**src/rtl/dtdc_pkg.sv**
```systemverilog
/*
 data tenure delay control package: widths, beat counts and state codes
 assumes a single bus clock; no software-visible registers
*/
package dtdc_pkg;
   localparam int unsigned DTDC_DATA_W = 64;
   localparam int unsigned DTDC_BEATS_W = 3;
   localparam logic [2:0] DTDC_BURST_BEATS = 3'h4;
   localparam logic [2:0] DTDC_SINGLE_BEATS = 3'h1;
   localparam logic [2:0] DTDC_BEAT_RESET = 3'h0;
   localparam logic [1:0] DTDC_DEPTH_RESET = 2'h0;
   localparam int unsigned DTDC_QUEUE_DEPTH = 2;
   localparam logic DTDC_FLAG_RESET = 1'b0;

   // gray codes along idle -> wait grant -> data -> retry window
   typedef enum logic [1:0] {
      DTDC_IDLE = 2'b00,
      DTDC_WAIT_GRANT = 2'b01,
      DTDC_DATA = 2'b11,
      DTDC_HOLD_RETRY = 2'b10
   } dtdc_state_t;
endpackage

```
**src/rtl/dtdc_req_if.sv**
```systemverilog
/*
 interface carrying one pending data tenure request between the top and the queue
 assumes both ends on clk_sys
*/
`timescale 1ns/1ns
`default_nettype none
interface dtdc_req_if;
   logic push;
   logic pop;
   logic wr;
   logic burst;
   logic [1:0] depth;
   logic head_wr;
   logic head_burst;
   logic head_valid;
   modport owner (output push, output pop, output wr, output burst,
      input depth, input head_wr, input head_burst, input head_valid);
   modport queue (input push, input pop, input wr, input burst,
      output depth, output head_wr, output head_burst, output head_valid);
endinterface
`default_nettype wire

```
**src/rtl/dtdc_pend_queue.sv**
```systemverilog
/*
 small queue of address tenures whose data tenures are still outstanding
 assumes push is only issued while depth is below the queue depth
*/
`timescale 1ns/1ns
`default_nettype none
module dtdc_pend_queue
   import dtdc_pkg::*;
(
   // clock and reset
   input wire logic clk_sys,
   input wire logic reset,
   // request port
   dtdc_req_if.queue req
);
   logic [1:0] kind_ff [DTDC_QUEUE_DEPTH];
   logic [1:0] nxt_kind [DTDC_QUEUE_DEPTH];
   logic [1:0] depth_ff;
   logic [1:0] nxt_depth;

   // shift-out queue: entry 0 is always the oldest
   always_comb begin
      nxt_kind = kind_ff;
      nxt_depth = depth_ff;
      if (req.pop && depth_ff != 2'h0) begin
         nxt_kind[0] = kind_ff[1];
         nxt_depth = depth_ff - 2'h1;
      end
      if (req.push) begin
         nxt_kind[nxt_depth[0]] = {req.wr, req.burst};
         nxt_depth = nxt_depth + 2'h1;
      end
   end

   always_ff @(posedge clk_sys) begin
      if (reset) begin
         depth_ff <= DTDC_DEPTH_RESET;
         kind_ff[0] <= 2'h0;
         kind_ff[1] <= 2'h0;
      end else begin
         depth_ff <= nxt_depth;
         kind_ff <= nxt_kind;
      end
   end

   assign req.depth = depth_ff;
   assign req.head_valid = depth_ff != 2'h0;
   assign req.head_wr = kind_ff[0][1];
   assign req.head_burst = kind_ff[0][0];
endmodule
`default_nettype wire

```
**src/rtl/dtdc_core.sv**
```systemverilog
/*
 processor-side data tenure pacing and termination: waits for the data bus
 grant, drives write data until each beat is acknowledged, counts beats,
 honours beat retry on reads only, aborts on error acknowledge and flags an
 exception. assumes all bus inputs synchronous to clk_sys, and that the
 address side issues tenures through addr_start only when addr_ready is high.
*/
// Operation
// - beat_retry is honoured only on read tenures and ignored on writes.
// - bidirectional data lines are driven only while this master owns a write tenure.
// - error_ack raises an exception later instead of retrying the transfer.
// - later address tenures are held off while the pending queue is full.
// - while beat_retry is asserted on a read tenure this master keeps the data bus, unless error_ack aborts the tenure.
`timescale 1ns/1ns
`default_nettype none
module dtdc_core
   import dtdc_pkg::*;
#(
   parameter int unsigned DATA_W = DTDC_DATA_W
)(
   // clock and reset
   input wire logic clk_sys,
   input wire logic reset,
   // address side of the core
   input wire logic addr_start,
   input wire logic addr_wr,
   input wire logic addr_burst,
   output logic addr_ready,
   // write data source, one word per beat
   input wire logic [DATA_W-1:0] wr_data,
   output logic wr_data_take,
   // read data sink
   output logic [DATA_W-1:0] rd_data,
   output logic rd_valid,
   output logic rd_discard,
   // tenure status
   output logic tenure_done,
   output logic error_exception,
   // bus control from arbiter and slave
   input wire logic dbus_grant,
   input wire logic beat_ack,
   input wire logic beat_retry,
   input wire logic error_ack,
   // bus data busy, open drain style
   input wire logic dbus_busy_in,
   output logic dbus_busy_out,
   output logic dbus_busy_oe,
   // bidirectional data lines
   input wire logic [DATA_W-1:0] dbus_in,
   output logic [DATA_W-1:0] dbus_out,
   output logic dbus_oe
);
   // pending address tenures; the head leaves the queue only when its data tenure starts
   dtdc_req_if req ();
   dtdc_pend_queue u_queue (
      .clk_sys(clk_sys),
      .reset(reset),
      .req(req)
   );

   // tenure state; beats_ff counts acknowledged beats that no retry has taken back
   dtdc_state_t state_ff, nxt_state;
   logic [2:0] beats_ff, nxt_beats;
   logic wr_ff, nxt_wr;
   logic burst_ff, nxt_burst;
   logic acked_ff, nxt_acked;
   logic exc_ff, nxt_exc;
   logic [DATA_W-1:0] rd_data_ff, nxt_rd_data;
   logic rd_valid_ff, nxt_rd_valid;
   logic [DATA_W-1:0] wdata_ff, nxt_wdata;
   logic done_pulse;
   logic take;

   // beats a tenure needs before it ends
   function automatic logic [2:0] beats_needed(input logic burst);
      return burst ? DTDC_BURST_BEATS : DTDC_SINGLE_BEATS;
   endfunction

   // address tenures are held off when the pending queue is full
   assign addr_ready = req.depth < 2'(DTDC_QUEUE_DEPTH);
   assign req.push = addr_start && addr_ready;
   assign req.wr = addr_wr;
   assign req.burst = addr_burst;

   // tenure state machine
   always_comb begin
      nxt_state = state_ff;
      nxt_beats = beats_ff;
      nxt_wr = wr_ff;
      nxt_burst = burst_ff;
      nxt_acked = 1'b0;
      nxt_exc = exc_ff;
      nxt_rd_data = rd_data_ff;
      nxt_rd_valid = 1'b0;
      nxt_wdata = wdata_ff;
      done_pulse = 1'b0;
      take = 1'b0;
      req.pop = 1'b0;
      rd_discard = 1'b0;
      unique case (state_ff)
         DTDC_IDLE: begin
            if (req.head_valid) begin
               // latch the head's kind now; the entry itself stays queued until grant
               nxt_state = DTDC_WAIT_GRANT;
               nxt_wr = req.head_wr;
               nxt_burst = req.head_burst;
               nxt_beats = DTDC_BEAT_RESET;
            end
         end
         DTDC_WAIT_GRANT: begin
            // stay put however long arbitration holds the grant off
            if (dbus_grant && !dbus_busy_in) begin
               nxt_state = DTDC_DATA;
               // popping only here keeps addr_ready honest about tenures still waiting
               req.pop = 1'b1;
               if (wr_ff) begin
                  nxt_wdata = wr_data; // first write beat loaded
                  take = 1'b1;
               end
            end
         end
         DTDC_DATA, DTDC_HOLD_RETRY: begin
            if (error_ack) begin
               // abort the tenure; later ack and retry belong to nobody
               nxt_state = DTDC_IDLE;
               nxt_exc = 1'b1;
               // a beat_retry that would have landed on this tenure is dropped too
               done_pulse = 1'b1;
            end else if (!wr_ff && acked_ff && beat_retry) begin
               // previous read beat invalid; count it back, hold the bus
               rd_discard = 1'b1;
               nxt_beats = beats_ff - 3'h1;
               nxt_state = DTDC_DATA;
               if (beat_ack) begin
                  // replacement beat rides on the first retry cycle: it takes the
                  // discarded beat's place and is itself open to a later retry
                  nxt_beats = beats_ff;
                  nxt_acked = 1'b1;
                  nxt_rd_data = dbus_in;
                  nxt_rd_valid = 1'b1;
                  if (beats_ff == beats_needed(burst_ff)) begin
                     nxt_state = DTDC_HOLD_RETRY;
                  end
               end
            end else if (state_ff == DTDC_HOLD_RETRY && !beat_ack) begin
               // retry window closed with no retry: tenure really over
               nxt_state = DTDC_IDLE;
               done_pulse = 1'b1;
            end else if (beat_ack) begin
               // wait states are simply cycles without beat_ack
               nxt_beats = beats_ff + 3'h1;
               nxt_acked = 1'b1;
               if (!wr_ff) begin
                  nxt_rd_data = dbus_in;
                  nxt_rd_valid = 1'b1;
               end
               if (nxt_beats == beats_needed(burst_ff)) begin
                  // writes ignore beat_retry entirely, so they end here
                  nxt_state = wr_ff ? DTDC_IDLE : DTDC_HOLD_RETRY;
                  done_pulse = wr_ff;
               end else if (wr_ff) begin
                  nxt_wdata = wr_data; // next beat only after ack
                  take = 1'b1;
               end
            end
         end
      endcase
   end

   // register stage of the tenure state machine
   always_ff @(posedge clk_sys) begin
      if (reset) begin
         state_ff <= DTDC_IDLE;
         beats_ff <= DTDC_BEAT_RESET;
         wr_ff <= DTDC_FLAG_RESET;
         burst_ff <= DTDC_FLAG_RESET;
         acked_ff <= DTDC_FLAG_RESET;
         exc_ff <= DTDC_FLAG_RESET;
         rd_data_ff <= '0;
         rd_valid_ff <= DTDC_FLAG_RESET;
         wdata_ff <= '0;
      end else begin
         state_ff <= nxt_state;
         beats_ff <= nxt_beats;
         wr_ff <= nxt_wr;
         burst_ff <= nxt_burst;
         acked_ff <= nxt_acked;
         exc_ff <= nxt_exc;
         rd_data_ff <= nxt_rd_data;
         rd_valid_ff <= nxt_rd_valid;
         wdata_ff <= nxt_wdata;
      end
   end

   // busy held through the retry window so no other master can start
   assign dbus_busy_oe = state_ff == DTDC_DATA || state_ff == DTDC_HOLD_RETRY;
   // the busy wire is active low: enabling the driver is what asserts busy
   assign dbus_busy_out = 1'b0;
   // data lines driven only in our own write tenure, held until ack
   assign dbus_oe = wr_ff && state_ff == DTDC_DATA;
   assign dbus_out = wdata_ff;
   assign wr_data_take = take;
   // read data hold until the next read beat; rd_valid marks the cycle they are new
   assign rd_data = rd_data_ff;
   assign rd_valid = rd_valid_ff;
   assign tenure_done = done_pulse;
   // sticky until reset: the exception logic takes it when convenient
   // no clear here, since the failed access itself is not recorded anywhere
   assign error_exception = exc_ff;
endmodule
`default_nettype wire

```
**config.mk**
```make
export PLATFORM = sky130hd
export DESIGN_NAME = dtdc_core
export DESIGN_NICKNAME = d
export VERILOG_FILES = /design/src/rtl/dtdc_pkg.sv /design/src/rtl/dtdc_req_if.sv /design/src/rtl/dtdc_pend_queue.sv /design/src/rtl/dtdc_core.sv
export SDC_FILE = /design/constraint.sdc
export NUM_CORES = 1
export LEC_CHECK = 0
export ABC_AREA = 0
export BUFFER_PORTS_ARGS = -buffer_cell sky130_fd_sc_hd__buf_2
export CAP_MARGIN = 10
export CORE_MARGIN = 8
export CORE_UTILIZATION = 50
export DETAILED_ROUTE_END_ITERATION = 7
export PLACE_DENSITY = 0.9
export SLEW_MARGIN = 20
export SYNTH_ARGS = -nofsm -noshare
export SYNTH_HDL_FRONTEND = slang
export SYNTH_SLANG_ARGS = --single-unit
```
**constraint.sdc**
```tcl
create_clock -name clk_sys -period 4.85 [get_ports clk_sys]
set_input_delay 1.2125 -clock clk_sys [delete_from_list [all_inputs] [get_ports clk_sys]]
set_output_delay 1.2125 -clock clk_sys [all_outputs]
set_load 0.01 [all_outputs]
```
==> run summary, run 1 <==
The clock net in this run drives a total of 144 sinks. The tools report the reported net switching power as 602 uW. The analysis attributes to cell leakage a power of 3.43 nW. The logs give 0 for the initial antenna violation count and 1078 for the post-layout instance count excluding filler cells. The share of the clock period used by the worst path came out at 78.4%.

The wire length of the first global-routing pass was 25800 microns; the final-layout setup total negative slack was 0 ns. The number of cells after detailed placement is 1046, and the initial detailed-routing violation count is 421. In this run the core area contains 39 standard-cell rows. The tools report the sequential share of the synthesized area as 50.5%. In the layout the commonest cells are sky130_fd_sc_hd__buf_2 (273), sky130_fd_sc_hd__nand2_1 (259), sky130_fd_sc_hd__dfxtp_1 (144). The number of placed I/O pins was 275. Global routing finished with a remaining overflow of 0.

The synthesized netlist occupies a cell area of 5710 sq um. The tools report the root buffer selected by CTS as sky130_fd_sc_hd__clkbuf_16. Headroom to the max-slew limit came out at 31.5%. The share of total power dissipated in sequential elements is 45.6%. The layer with the highest usage was met2. Setup repair after global routing left no endpoint under its margin.

Summed over all layers, the routed wires come to 17000 microns. Count of yosys warnings during synthesis: 0. In this run, CTS created clock tree buffers numbering 17.

For this run, the total global-route usage over all layers was measured as 21.6%. Entering global routing, the biggest net connects 78 pins. From synthesis to final layout, the design area changed by 34.0%. Synthesis handed over a netlist of 672 instances.

The number of different library cells used by synthesis comes to 43. The horizontal extent of the die is 123 microns. On the worst path, the slowest cell contributes a delay of 0.44 ns.

The tools report the total power draw as 2.66 mW. TritonCTS built the clock tree. The wire-length estimate of the detail-placed layout is 12300 microns. In the global route stage, met2 resource usage came out at 35.7%. The via count of the routed design was 5470; the number of nets with antenna violations after detailed routing was 0. The met1 global-route usage was 23.1%; the initial cell density of the core was 50.6%. The worst path meets setup with 1.05 ns of slack. Yosys mapped a number of flops with a built-in enable equal to 0. The run gives 5 as the first-pass detailed-route iteration total.

The cell-internal power was 2.06 mW. The routed design could run at a clock period as short as 3.80 ns. The flow ran to the end, and the final reports show no timing, DRC or antenna violations.

From bottom edge to top edge, the die measures 123 microns. The number of antenna diodes in the final layout is 0. The number of nets in the synthesized netlist is 814.

Once the clock tree was built, the setup fixing pass inserted 0 buffers. The maximum VDD drop came out at 0.254 mV. The wire length per cell after detailed routing came out at 15.8 microns.

The logs give 0.844 for the last weighted congestion value of the routability-driven placer and 0 for the reported max-cap violation count. Number of global-route vias before repair: 5322. Along the worst path, the maximum fanout reaches 9. At the pin with the least slew margin, the transition time is 1.03 ns. During placement, the flow inserted port buffers numbering 273. Static timing analysis puts the maximum clock frequency at 263 MHz.

The number of gates given a new drive strength after cts came out at 0. The synthesized area divided by synthesized cell count was 8.50 sq um; the total setup violations reported at the end of the flow was 0. The largest clock skew in the final design came out at 0.0120 ns. The endpoint class of the critical path is an output pin. The cell that appears most often on the critical path is sky130_fd_sc_hd__buf_2. In this run the power density over the cells is 348 nW/um^2. The floorplan step defined a core boundary enclosing 11300 sq um. Die footprint: 15100 sq um. Leaving out fill and tap cells, the most frequent cell in the layout is sky130_fd_sc_hd__buf_2. Combinational share of power: 6.7%.

The data required time at the worst endpoint is 3.64 ns, and the via-per-instance ratio is 5.07. In the final design database the tool counted 1064 nets. At the later pin of the worst-skew pair, clock insertion delay measures 0.42 ns.

The critical path goes through buf_2, or4b_1, mux2i_1, nand2_1, a21boi_1, buf_2. The clock passes through at most 2 buffers. The reg-to-reg setup timing slack was 2.11 ns. After detailed routing, the number of remaining DRC violations is 0. After synthesis, the share of flip-flops with an asynchronous set or reset is 0%.

The critical path in this run is classified as primary input to output pin. After clock tree synthesis, the clock-pin slew on the worst setup and hold paths is 0.06 ns. The number of H-tree levels is 4, and the count of final max-slew check failures is 0. The synthesis-stage register bit count came out at 144. Number of buffers inserted by hold repair at cts: 0.

Element type at the critical path start: a primary input. In the global route stage, met3 resource usage came out at 10.4%. The fraction of power consumed by the clock network came out at 47.7%. The number of hold violations in the final report is 0, and the signal arrival time at the worst endpoint is 2.59 ns. Dominant synthesized flop cell: sky130_fd_sc_hd__dfxtp_1. Worst hold path class: register to register. Net switching is 22.6% of the power. Of the cells placed in the final design, the portion with a size suffix greater than 1 is 33.7%. The tools report the worst setup slack before clock tree synthesis as 1.07 ns. The cell with the largest stage delay on the worst path is sky130_fd_sc_hd__or4b_1.
[layer usage]
| layer | up-vias | wire length (microns) |
|---|---|---|
| met4 | 0 | 357 |
| met3 | 24 | 2200 |
| met2 | 251 | 8200 |
| met1 | 2491 | 6270 |
| li1 | 2704 | - |
| met5 | - | 0 |
[through the flow]
stage / utilization [%] / area, sq um / hold WS, ns
after detailed placement: 62.8 / 7080 / 0.443
after global placement: 62.8 / 7080 / 0.438
after global routing: 67.9 / 7650 / 0.472
after CTS: 67.9 / 7650 / 0.451
final: 67.9 / 7650 / 0.449
after floorplan: - / 5710 / 0.453
[synthesized netlist by cell type, types with 2 or more instances]
| library cell | instances | area share [%] |
|---|---|---|
| sky130_fd_sc_hd__buf_8 | 5 | 1.3 |
| sky130_fd_sc_hd__nand4_1 | 2 | 0.22 |
| sky130_fd_sc_hd__dfxtp_1 | 144 | 50 |
| sky130_fd_sc_hd__nand3b_1 | 5 | 0.66 |
| sky130_fd_sc_hd__o211ai_1 | 2 | 0.26 |
| sky130_fd_sc_hd__o311ai_0 | 2 | 0.31 |
| sky130_fd_sc_hd__ha_1 | 4 | 0.88 |
| sky130_fd_sc_hd__or4b_1 | 2 | 0.35 |
| sky130_fd_sc_hd__nor2_1 | 12 | 0.79 |
| sky130_fd_sc_hd__clkbuf_1 | 40 | 2.6 |
| sky130_fd_sc_hd__xnor2_1 | 4 | 0.61 |
| sky130_fd_sc_hd__inv_1 | 6 | 0.39 |
| sky130_fd_sc_hd__buf_4 | 2 | 0.26 |
| sky130_fd_sc_hd__nand2_1 | 259 | 17 |
| sky130_fd_sc_hd__nor4b_1 | 2 | 0.31 |
| sky130_fd_sc_hd__nor2b_1 | 2 | 0.22 |
| sky130_fd_sc_hd__mux2i_1 | 70 | 12 |
| sky130_fd_sc_hd__o21ai_0 | 5 | 0.44 |
| sky130_fd_sc_hd__a21oi_1 | 71 | 6.2 |
| sky130_fd_sc_hd__o311a_1 | 2 | 0.35 |
| sky130_fd_sc_hd__or3_1 | 2 | 0.22 |
| sky130_fd_sc_hd__nor3_1 | 3 | 0.26 |
| sky130_fd_sc_hd__nand3_1 | 3 | 0.26 |
| sky130_fd_sc_hd__nand2b_1 | 4 | 0.44 |
[kinds of logic (layout without fill, tap and decap cells)]
| group | Yosys count | after routing | share of synthesized area [%] |
|---|---|---|---|
| compound gates | 91 | 91 | 9.03 |
| buf+inv | 56 | 319 | 4.95 |
| flops | 144 | 144 | 50.5 |
| simple gates | 302 | 302 | 21.7 |
| other cells | 1 | 1 | 0.0657 |
| fa+ha+maj | 4 | 4 | 0.877 |
| mux | 70 | 70 | 12.3 |
| xor+xnor | 4 | 4 | 0.614 |
[registers in the layout, summed over array words and instances, names as in the netlist, named ones only]
register / cells
error_exception: 1
rd_data: 64
burst_ff: 1
dbus_out: 64
rd_valid: 1
u_queue.req.depth: 2
wr_ff: 1
state_ff: 2
beats_ff: 3
u_queue.req.head_burst: 1
acked_ff: 1
u_queue.req.head_wr: 1
[worst max-delay path: cells and delay by family]
| kind | cells | cell delay [ns] |
|---|---|---|
| buffers and inverters | 2 | 0.35 |
| and+or+nand+nor | 2 | 0.55 |
| AOI/OAI and AO/OA | 1 | 0.16 |
| muxes | 1 | 0.31 |
[power by group through the flow]
stage / Sequential, mW / Clock [mW] / Combinational [mW]
final: 1.21 / 1.27 / 0.179
after global routing: 1.21 / 1.34 / 0.199
after CTS: 1.21 / 1.28 / 0.179
after detailed placement: 1.24 / 0 / 0.177
after global placement: 1.24 / 0 / 0.173
after floorplan: 1.24 / 0 / 0.0980
[worst paths after layout]
check | cells after the start | end | from
worst min-delay path | 2 | rd_data[18] | rd_data[18]
worst min register to register | 2 | rd_data[18] | rd_data[18]
worst max-delay path | 6 | tenure_done | beat_ack
worst max register to register | 6 | dbus_out[63] | beats_ff[0]
[area by class of cell]
class | instances | area (sq um)
Clock buffer | 21 | 460
Clock inverter | 11 | 114
Fill cell | 874 | 3620
Inverter | 7 | 27.5
Multi-Input combinational cell | 472 | 2570
Sequential cell | 144 | 2880
Tap cell | 143 | 179
Timing Repair Buffer | 280 | 1420
(Power assumes the default switching activity.)
==> inputs of run 2 (changes only) <==
--- a/config.mk
+++ b/config.mk
@@ -9,9 +9,9 @@
 export BUFFER_PORTS_ARGS = -buffer_cell sky130_fd_sc_hd__buf_2
 export CAP_MARGIN = 10
 export CORE_MARGIN = 8
-export CORE_UTILIZATION = 50
+export CORE_UTILIZATION = 42
 export DETAILED_ROUTE_END_ITERATION = 7
-export PLACE_DENSITY = 0.9
+export PLACE_DENSITY = 0.81
 export SLEW_MARGIN = 20
 export SYNTH_ARGS = -nofsm -noshare
 export SYNTH_HDL_FRONTEND = slang
==> constraint.sdc (replaced) <==
create_clock -name clk_sys -period 3.1 [get_ports clk_sys]
set_input_delay 0.775 -clock clk_sys [delete_from_list [all_inputs] [get_ports clk_sys]]
set_output_delay 0.775 -clock clk_sys [all_outputs]
set_load 0.01 [all_outputs]
==> run summary, run 2 (synthesis gave the netlist of run 1 again) <==
The flow ran to the end, and the final reports show no timing, DRC or antenna violations. The logs give 1065 for the final layout net count and 4.10 mW for the total power draw. For this run, design rule violations remaining after detail routing come to 0.

The share of layout cells above drive strength 1 is 33.8%, and the number of H-tree levels is 4. Delay of the slowest cell on the worst path: 0.50 ns. The minimum setup slack in the final design was 0.0831 ns. The via count of the routed design is 5341, and the vertical extent of the die is 133 microns.

For the largest clock skew in the final design, the log shows 0.00507 ns. For the number of nets with antenna violations after detailed routing, the log shows 0. Setup violations remaining at the end of the flow were counted as 0. For the worst setup path, the data arrival time is 2.24 ns.

The repair_antennas step left the layout with diodes totalling 0. The detailed router finished its first iteration with 269 violations. Sequential power share: 46.2%.

The number of hold violations in the final report is 0. Traced cell by cell, the critical path runs through inv_1, ha_4, or4b_4, mux2i_4, nand2_1, a21boi_2, buf_2. No sink is reached through more buffers than the 2 on the longest clock path. After clock tree synthesis, the clock-pin slew on the worst setup and hold paths is 0.06 ns. In the routed layout, each cell is associated on average with a via count of 4.82.

The min-delay analysis places its worst path in the category register to register. Cell with the largest stage delay on the worst path: sky130_fd_sc_hd__or4b_4. The CTS sink count was 144; the maximum fanout count along the critical path was 8. Total clock buffers created by CTS: 17. Detailed placement ended at an HPWL of 12500 microns.

For the last weighted congestion value of the routability-driven placer, the log shows 0.793. Combinational logic is responsible for 7.0% of the overall power. The tree is rooted in a sky130_fd_sc_hd__clkbuf_16. The floorplan has 42 rows. The logs give 0.316 mV for the maximum VDD drop and 27500 microns for the wire length of the first global-routing pass. At the placement stage, the worst setup path has a slack of 0.229 ns. The area added between synthesis and finish works out to 35.3%. Leaving out fill and tap cells, the most frequent cell in the layout is sky130_fd_sc_hd__buf_2. The buffers plus inverters on the worst setup path came out at 2. Wires add up to 16800 microns. The reported max-cap violation count is 0, and the global-route congestion overflow total is 0. 275 I/O pins were placed. TritonCTS built the clock tree. The cell-internal power was 3.19 mW. The die covers 17600 sq um. The horizontal extent of the die is 133 microns. At the worst endpoint, the required time is 2.32 ns. STA classifies the critical path startpoint as a register. The number of global-route vias before repair is 5414, and the reported net switching power is 907 uW. Leaving out fill and tap cells, the most frequent cells in the layout are sky130_fd_sc_hd__buf_2 (273), sky130_fd_sc_hd__nand2_1 (259), sky130_fd_sc_hd__dfxtp_1 (143).

Derived from the worst setup path, the maximum achievable clock frequency is 331 MHz. Across every metal layer, demand over resource in global routing totals 19.1%. At the pin with the least slew margin, the transition time is 0.828 ns. The number of buffers inserted by hold repair at cts was 0; the share of the clock period used by the worst path was 97.3%. Power spread over the standard cell area amounts to 531 nW/um^2. In this run, the clock network consumes 46.8% of the power. The number of I/O port buffers came out at 273. On the critical path the largest part of the delay comes from simple AND/OR/NAND/NOR gates. The worst-case headroom to the max-slew limit is 44.8%, and the switching share of power is 22.1%. The first TritonRoute pass finished after 4 iterations.

For the worst-skew pair, the clock arrives at the later sink with an insertion delay of 0.41 ns. The final period demand of the worst path was 3.02 ns. By startpoint and endpoint, the worst setup path is classified as register to output pin. STA classifies the critical path endpoint as an output pin. The tools report the count of final max-slew check failures as 0. The run gives 43.1% as the initial cell density of the core. Initial antenna violation count: 0. After floorplanning, the core was sized to cover 13200 sq um. The run gives 3.41 nW as the static leakage power. The tools report the maximum number of pins on one net before global-route repair as 78.

Dividing the detail-routed wire length by the instance count gives 15.2 microns.
## run 2: timing repair
item | 4_1_cts | 5_1_grt
setup buffers | 0 | 1
setup endpoints to repair | 1 | 1
resized for setup | 4 | 3
pin swaps | 0 | 1
## run 2: cell type report
class                      count  area, sq um
fill                        1171         5520
sequential                   144         2890
multi-input combinational    472         2600
timing repair buffer         281         1450
clock buffer                  22          454
tap                          176          220
clock inverter                 6         87.6
inverter                       7         27.5
## run 2: final timing paths
kind,startpoint,end,slack (ns),cells past startpoint
max reg2reg,beats_ff[0],dbus_out[38],0.69,6
min,rd_data[18],rd_data[18],0.45,2
max,beats_ff[0],tenure_done,0.08,7
min reg2reg,rd_data[18],rd_data[18],0.45,2
## run 2: metrics by stage
step / hold slack (ns) / instances / TNS (ns) / util, % / instance area [sq um]
final: 0.450 / 1108 / 0 / 58.4 / 7730
after global routing: 0.472 / 1108 / -0.0180 / 58.4 / 7730
after CTS: 0.451 / 1107 / 0 / 58.2 / 7700
after detailed placement: 0.443 / 1079 / 0 / 53.9 / 7140
after global placement: 0.438 / 1079 / 0 / 53.9 / 7140
after floorplan: 0.453 / 672 / 0 / - / 5710
## run 2: worst register-to-register path, stage by stage (launching register included)
cell and delay, ns:
sky130_fd_sc_hd__dfxtp_4 0.37, sky130_fd_sc_hd__ha_1 0.23, sky130_fd_sc_hd__xnor2_1 0.37, sky130_fd_sc_hd__nor3_1 0.15, sky130_fd_sc_hd__o41ai_4 0.44, sky130_fd_sc_hd__buf_12 0.39, sky130_fd_sc_hd__mux2i_1 0.37
## run 2: power by group through the flow
stage / registers, mW / clock network, mW / logic [mW]
floorplan: 1.93 / 0 / 0.153
global placement: 1.94 / 0 / 0.280
detailed placement: 1.94 / 0 / 0.283
CTS: 1.90 / 1.95 / 0.286
global route: 1.90 / 2.05 / 0.319
finish: 1.90 / 1.92 / 0.287
## run 2: per-layer routing
layer	vias to the layer above	global-route usage (%)	routed length, microns
li1	2706	-	-
met1	2388	20.9	6960
met2	227	30.0	7540
met3	20	11.6	2110
met4	0	6.31	222
met5	-	0	0
==> inputs of run 3 (changes only) <==
--- a/config.mk
+++ b/config.mk
@@ -9,10 +9,12 @@
 export BUFFER_PORTS_ARGS = -buffer_cell sky130_fd_sc_hd__buf_2
 export CAP_MARGIN = 10
 export CORE_MARGIN = 8
-export CORE_UTILIZATION = 42
+export CORE_UTILIZATION = 41
 export DETAILED_ROUTE_END_ITERATION = 7
-export PLACE_DENSITY = 0.81
+export MAX_ROUTING_LAYER = met4
+export PLACE_DENSITY = 0.8
 export SLEW_MARGIN = 20
 export SYNTH_ARGS = -nofsm -noshare
 export SYNTH_HDL_FRONTEND = slang
+export SYNTH_HIERARCHICAL = 1
 export SYNTH_SLANG_ARGS = --single-unit
==> run summary, run 3 <==
The flow ran to the end, and the final reports show no timing, DRC or antenna violations. In the routed design, unresolved DRC markers number 0. Type of the worst setup path: register to output pin. The largest clock skew in the final design is 0.00581 ns, and the number of nets with antenna violations after detailed routing is 0.

Dividing the detail-routed via count by the number of cells gives 4.85. TritonCTS built the clock tree. The largest total area in the synthesized netlist belongs to sky130_fd_sc_hd__dfxtp_1.

In the layout the commonest cells are sky130_fd_sc_hd__buf_2 (272), sky130_fd_sc_hd__nand2_1 (267), sky130_fd_sc_hd__dfxtp_1 (143). The min-delay analysis places its worst path in the category register to register. After technology mapping, the gate count stands at 680. Entering global routing, the biggest net connects 146 pins. Row generation in the floorplan step produced 42 rows. For this run, the detailed router's first-pass iteration total came to 4. The switching share of power was 24.0%. For the count of distinct cell types in the synthesized netlist, the log shows 46. The number of I/O port buffers came out at 273.

After clock tree synthesis, the setup repair step added 0 buffers. At the pin with the least slew margin, the transition time is 0.828 ns. The wire length per cell after detailed routing was 14.4 microns. Uppermost layer routed: met4.

Horizontal extent of the die: 132 microns. The data required time at the worst endpoint was 2.32 ns; the via count of the routed design was 5432. Dividing total power by cell area gives a power density of 576 nW/um^2.

The logs give 18.5% for the total routing resource utilization after global routing and 0 ns for the final-layout setup total negative slack. The combined area of all synthesized cells was 5480 sq um. The run gives 0 as the count of final max-slew check failures. Die footprint: 17300 sq um. Maximum VDD drop: 0.308 mV. Global routing finished with a remaining overflow of 0.

Setup repair after global routing left no endpoint under its margin. For the final hold slack, the log shows 0.448 ns. For this run, the number of Yosys warnings is 6.

For this design the top-level I/O count stands at 275. The root buffer selected by CTS was sky130_fd_sc_hd__clkbuf_16. The first global-routing pass estimated 25700 microns of wire. The top cell type by area accounts for 52.6% of the synthesized area. Share of the clock period used by the worst path: 94.6%. The final period demand of the worst path was 2.93 ns.

The tool flagged a number of max-cap violations equal to 0. The first routing iteration left 277 violations. Sequential cells account for 45.3% of the total power.

The tools report the worst-case headroom to the max-slew limit as 44.8%. Setup violations remaining at the end of the flow were counted as 0. The sum of met2 wire segment lengths after detailed routing was 7590 microns.

Cell internal power was estimated by the tool at 3.26 mW. The synthesized area divided by synthesized cell count came out at 8.05 sq um. After detailed placement, the total cell area comes to 6860 sq um.

In this run, synthesis inferred 0 flip-flops with an integrated enable. Timing would allow up to 341 MHz. The maximum fanout count along the critical path is 7, and the CTS sink count is 144.

The routed wire length on met3 was 964 microns. The tools report the half-perimeter wire length after placement as 11400 microns. The number of H-tree levels is 4, and the fraction of registers with async set/reset is 0%. The fraction of power consumed by the clock network was 45.8%. Buffer levels on the longest clock path: 2. Routability-driven placement finished with a final weighted congestion of 0.785. The run gives 7440 sq um as the cell area after layout. The number of global-route vias before repair was 5067.

Synthesis inferred 144 register bits. The logs give 0 for the number of hold violations in the final report and 17 for the total clock buffers created by CTS. The leading cell type by number of instances after synthesis is sky130_fd_sc_hd__nand2_1.

For this design the static power due to leakage is 3.26 nW. The total area inside the core boundary comes to 13100 sq um. Ranked by total cell area, the synthesized netlist is headed by sky130_fd_sc_hd__dfxtp_1 (53%), sky130_fd_sc_hd__nand2_1 (18%), sky130_fd_sc_hd__a21oi_1 (12%).

Element type at the critical path start: a register. The initial antenna violation count is 0, and the signal arrival time at the worst endpoint is 2.16 ns. The final layout net count is 1072.

Clock latency on the worst-skew pair, taken at its later pin, is 0.41 ns. The leading cell type in the layout, fill and taps excluded was sky130_fd_sc_hd__buf_2. The repair_antennas step left the layout with diodes totalling 0. The run gives 7220 microns as the met1 routed wirelength after detailed routing. Sorting the synthesized cells by how often they occur yields sky130_fd_sc_hd__nand2_1 (267), sky130_fd_sc_hd__dfxtp_1 (144), sky130_fd_sc_hd__a21oi_1 (129). The tools report the endpoint class of the critical path as an output pin.

Of the cells placed in the final design, the portion with a size suffix greater than 1 is 34.9%. The initial utilization of the core area, before any placement, comes to 41.7%. Sequential cells were found to cover 52.6% of the synthesized design area. The run gives 8.9% as the combinational share of power. For the sum of routed wire length over all layers, the log shows 16100 microns.

The reg-to-reg setup timing slack was 0.61 ns. In this run the vertical extent of the chip is 132 microns. The number of nets in the synthesized netlist is 822. From synthesis to final layout, the design area changed by 35.9%.

After clock tree synthesis, the clock-pin slew on the worst setup and hold paths is 0.06 ns. Among all flip-flop cells after synthesis, the most frequent one is sky130_fd_sc_hd__dfxtp_1. The tools report the reported net switching power as 1.03 mW.
run 3: final cells by class:
type,instances,area [sq um]
multi-input cells,477,2270
clock buffers,19,433
clock inverters,13,139
fillers,1228,5690
flip-flops and latches,144,2880
well taps,176,220
inverters,11,41.3
repair buffers,279,1450
run 3: stage by stage:
stage          util (%)  total power [mW]  cells  setup slack (ns)
2_1_floorplan         -              2.19    680             0.614
3_3_place_gp       52.2              2.34   1087             0.536
3_5_place_dp       52.2              2.35   1087             0.461
4_1_cts            56.6              4.33   1119           0.00315
5_1_grt            56.7              4.48   1119            0.0363
6_report           56.7              4.29   1119             0.166
run 3: critical path, cell delays in order (launching register included):
cell	delay (ns)
sky130_fd_sc_hd__dfxtp_2	0.37
sky130_fd_sc_hd__inv_1	0.08
sky130_fd_sc_hd__ha_1	0.33
sky130_fd_sc_hd__or3_1	0.37
sky130_fd_sc_hd__mux2i_4	0.20
sky130_fd_sc_hd__nand3_1	0.10
sky130_fd_sc_hd__a21oi_1	0.15
sky130_fd_sc_hd__buf_2	0.15
run 3: logic make-up (layout without fill, tap and decap cells):
logic type               after synthesis  in the layout  synth area share (%)
AND/OR/NAND/NOR                      306            306                  22.4
AO/OA/AOI/OAI                        157            157                  16.0
flip-flops                           144            144                  52.6
buffers and inverters                 59            322                  6.19
multiplexers                           5              5                  1.17
adder cells (fa/ha/maj)                4              4                 0.914
XOR/XNOR                               4              4                 0.640
other                                  1              1                0.0685
run 3: power groups by stage:
stage	logic (mW)	clock network, mW	registers [mW]
final	0.383	1.96	1.94
after CTS	0.372	2.02	1.94
after detailed placement	0.370	0	1.98
after global routing	0.423	2.11	1.95
after global placement	0.365	0	1.98
after floorplan	0.226	0	1.97
run 3: path summary, 6_finish.rpt:
check,from,to,cells past startpoint
setup / recovery,beats_ff[0],tenure_done,7
setup reg to reg,beats_ff[0],dbus_out[13],8
hold / removal,rd_data[15],rd_data[15],2
hold reg to reg,rd_data[15],rd_data[15],2
run 3: per-layer routing:
layer	vias up	GRT usage, %
met2	211	28.8
met1	2483	22.1
li1	2720	-
met4	0	7.28
met3	18	5.41
met5	-	-
run 3: timing repair:
item,4_1_cts,5_1_grt
gates resized for setup,0,3
hold buffers,0,0
endpoints found under the setup margin,0,2
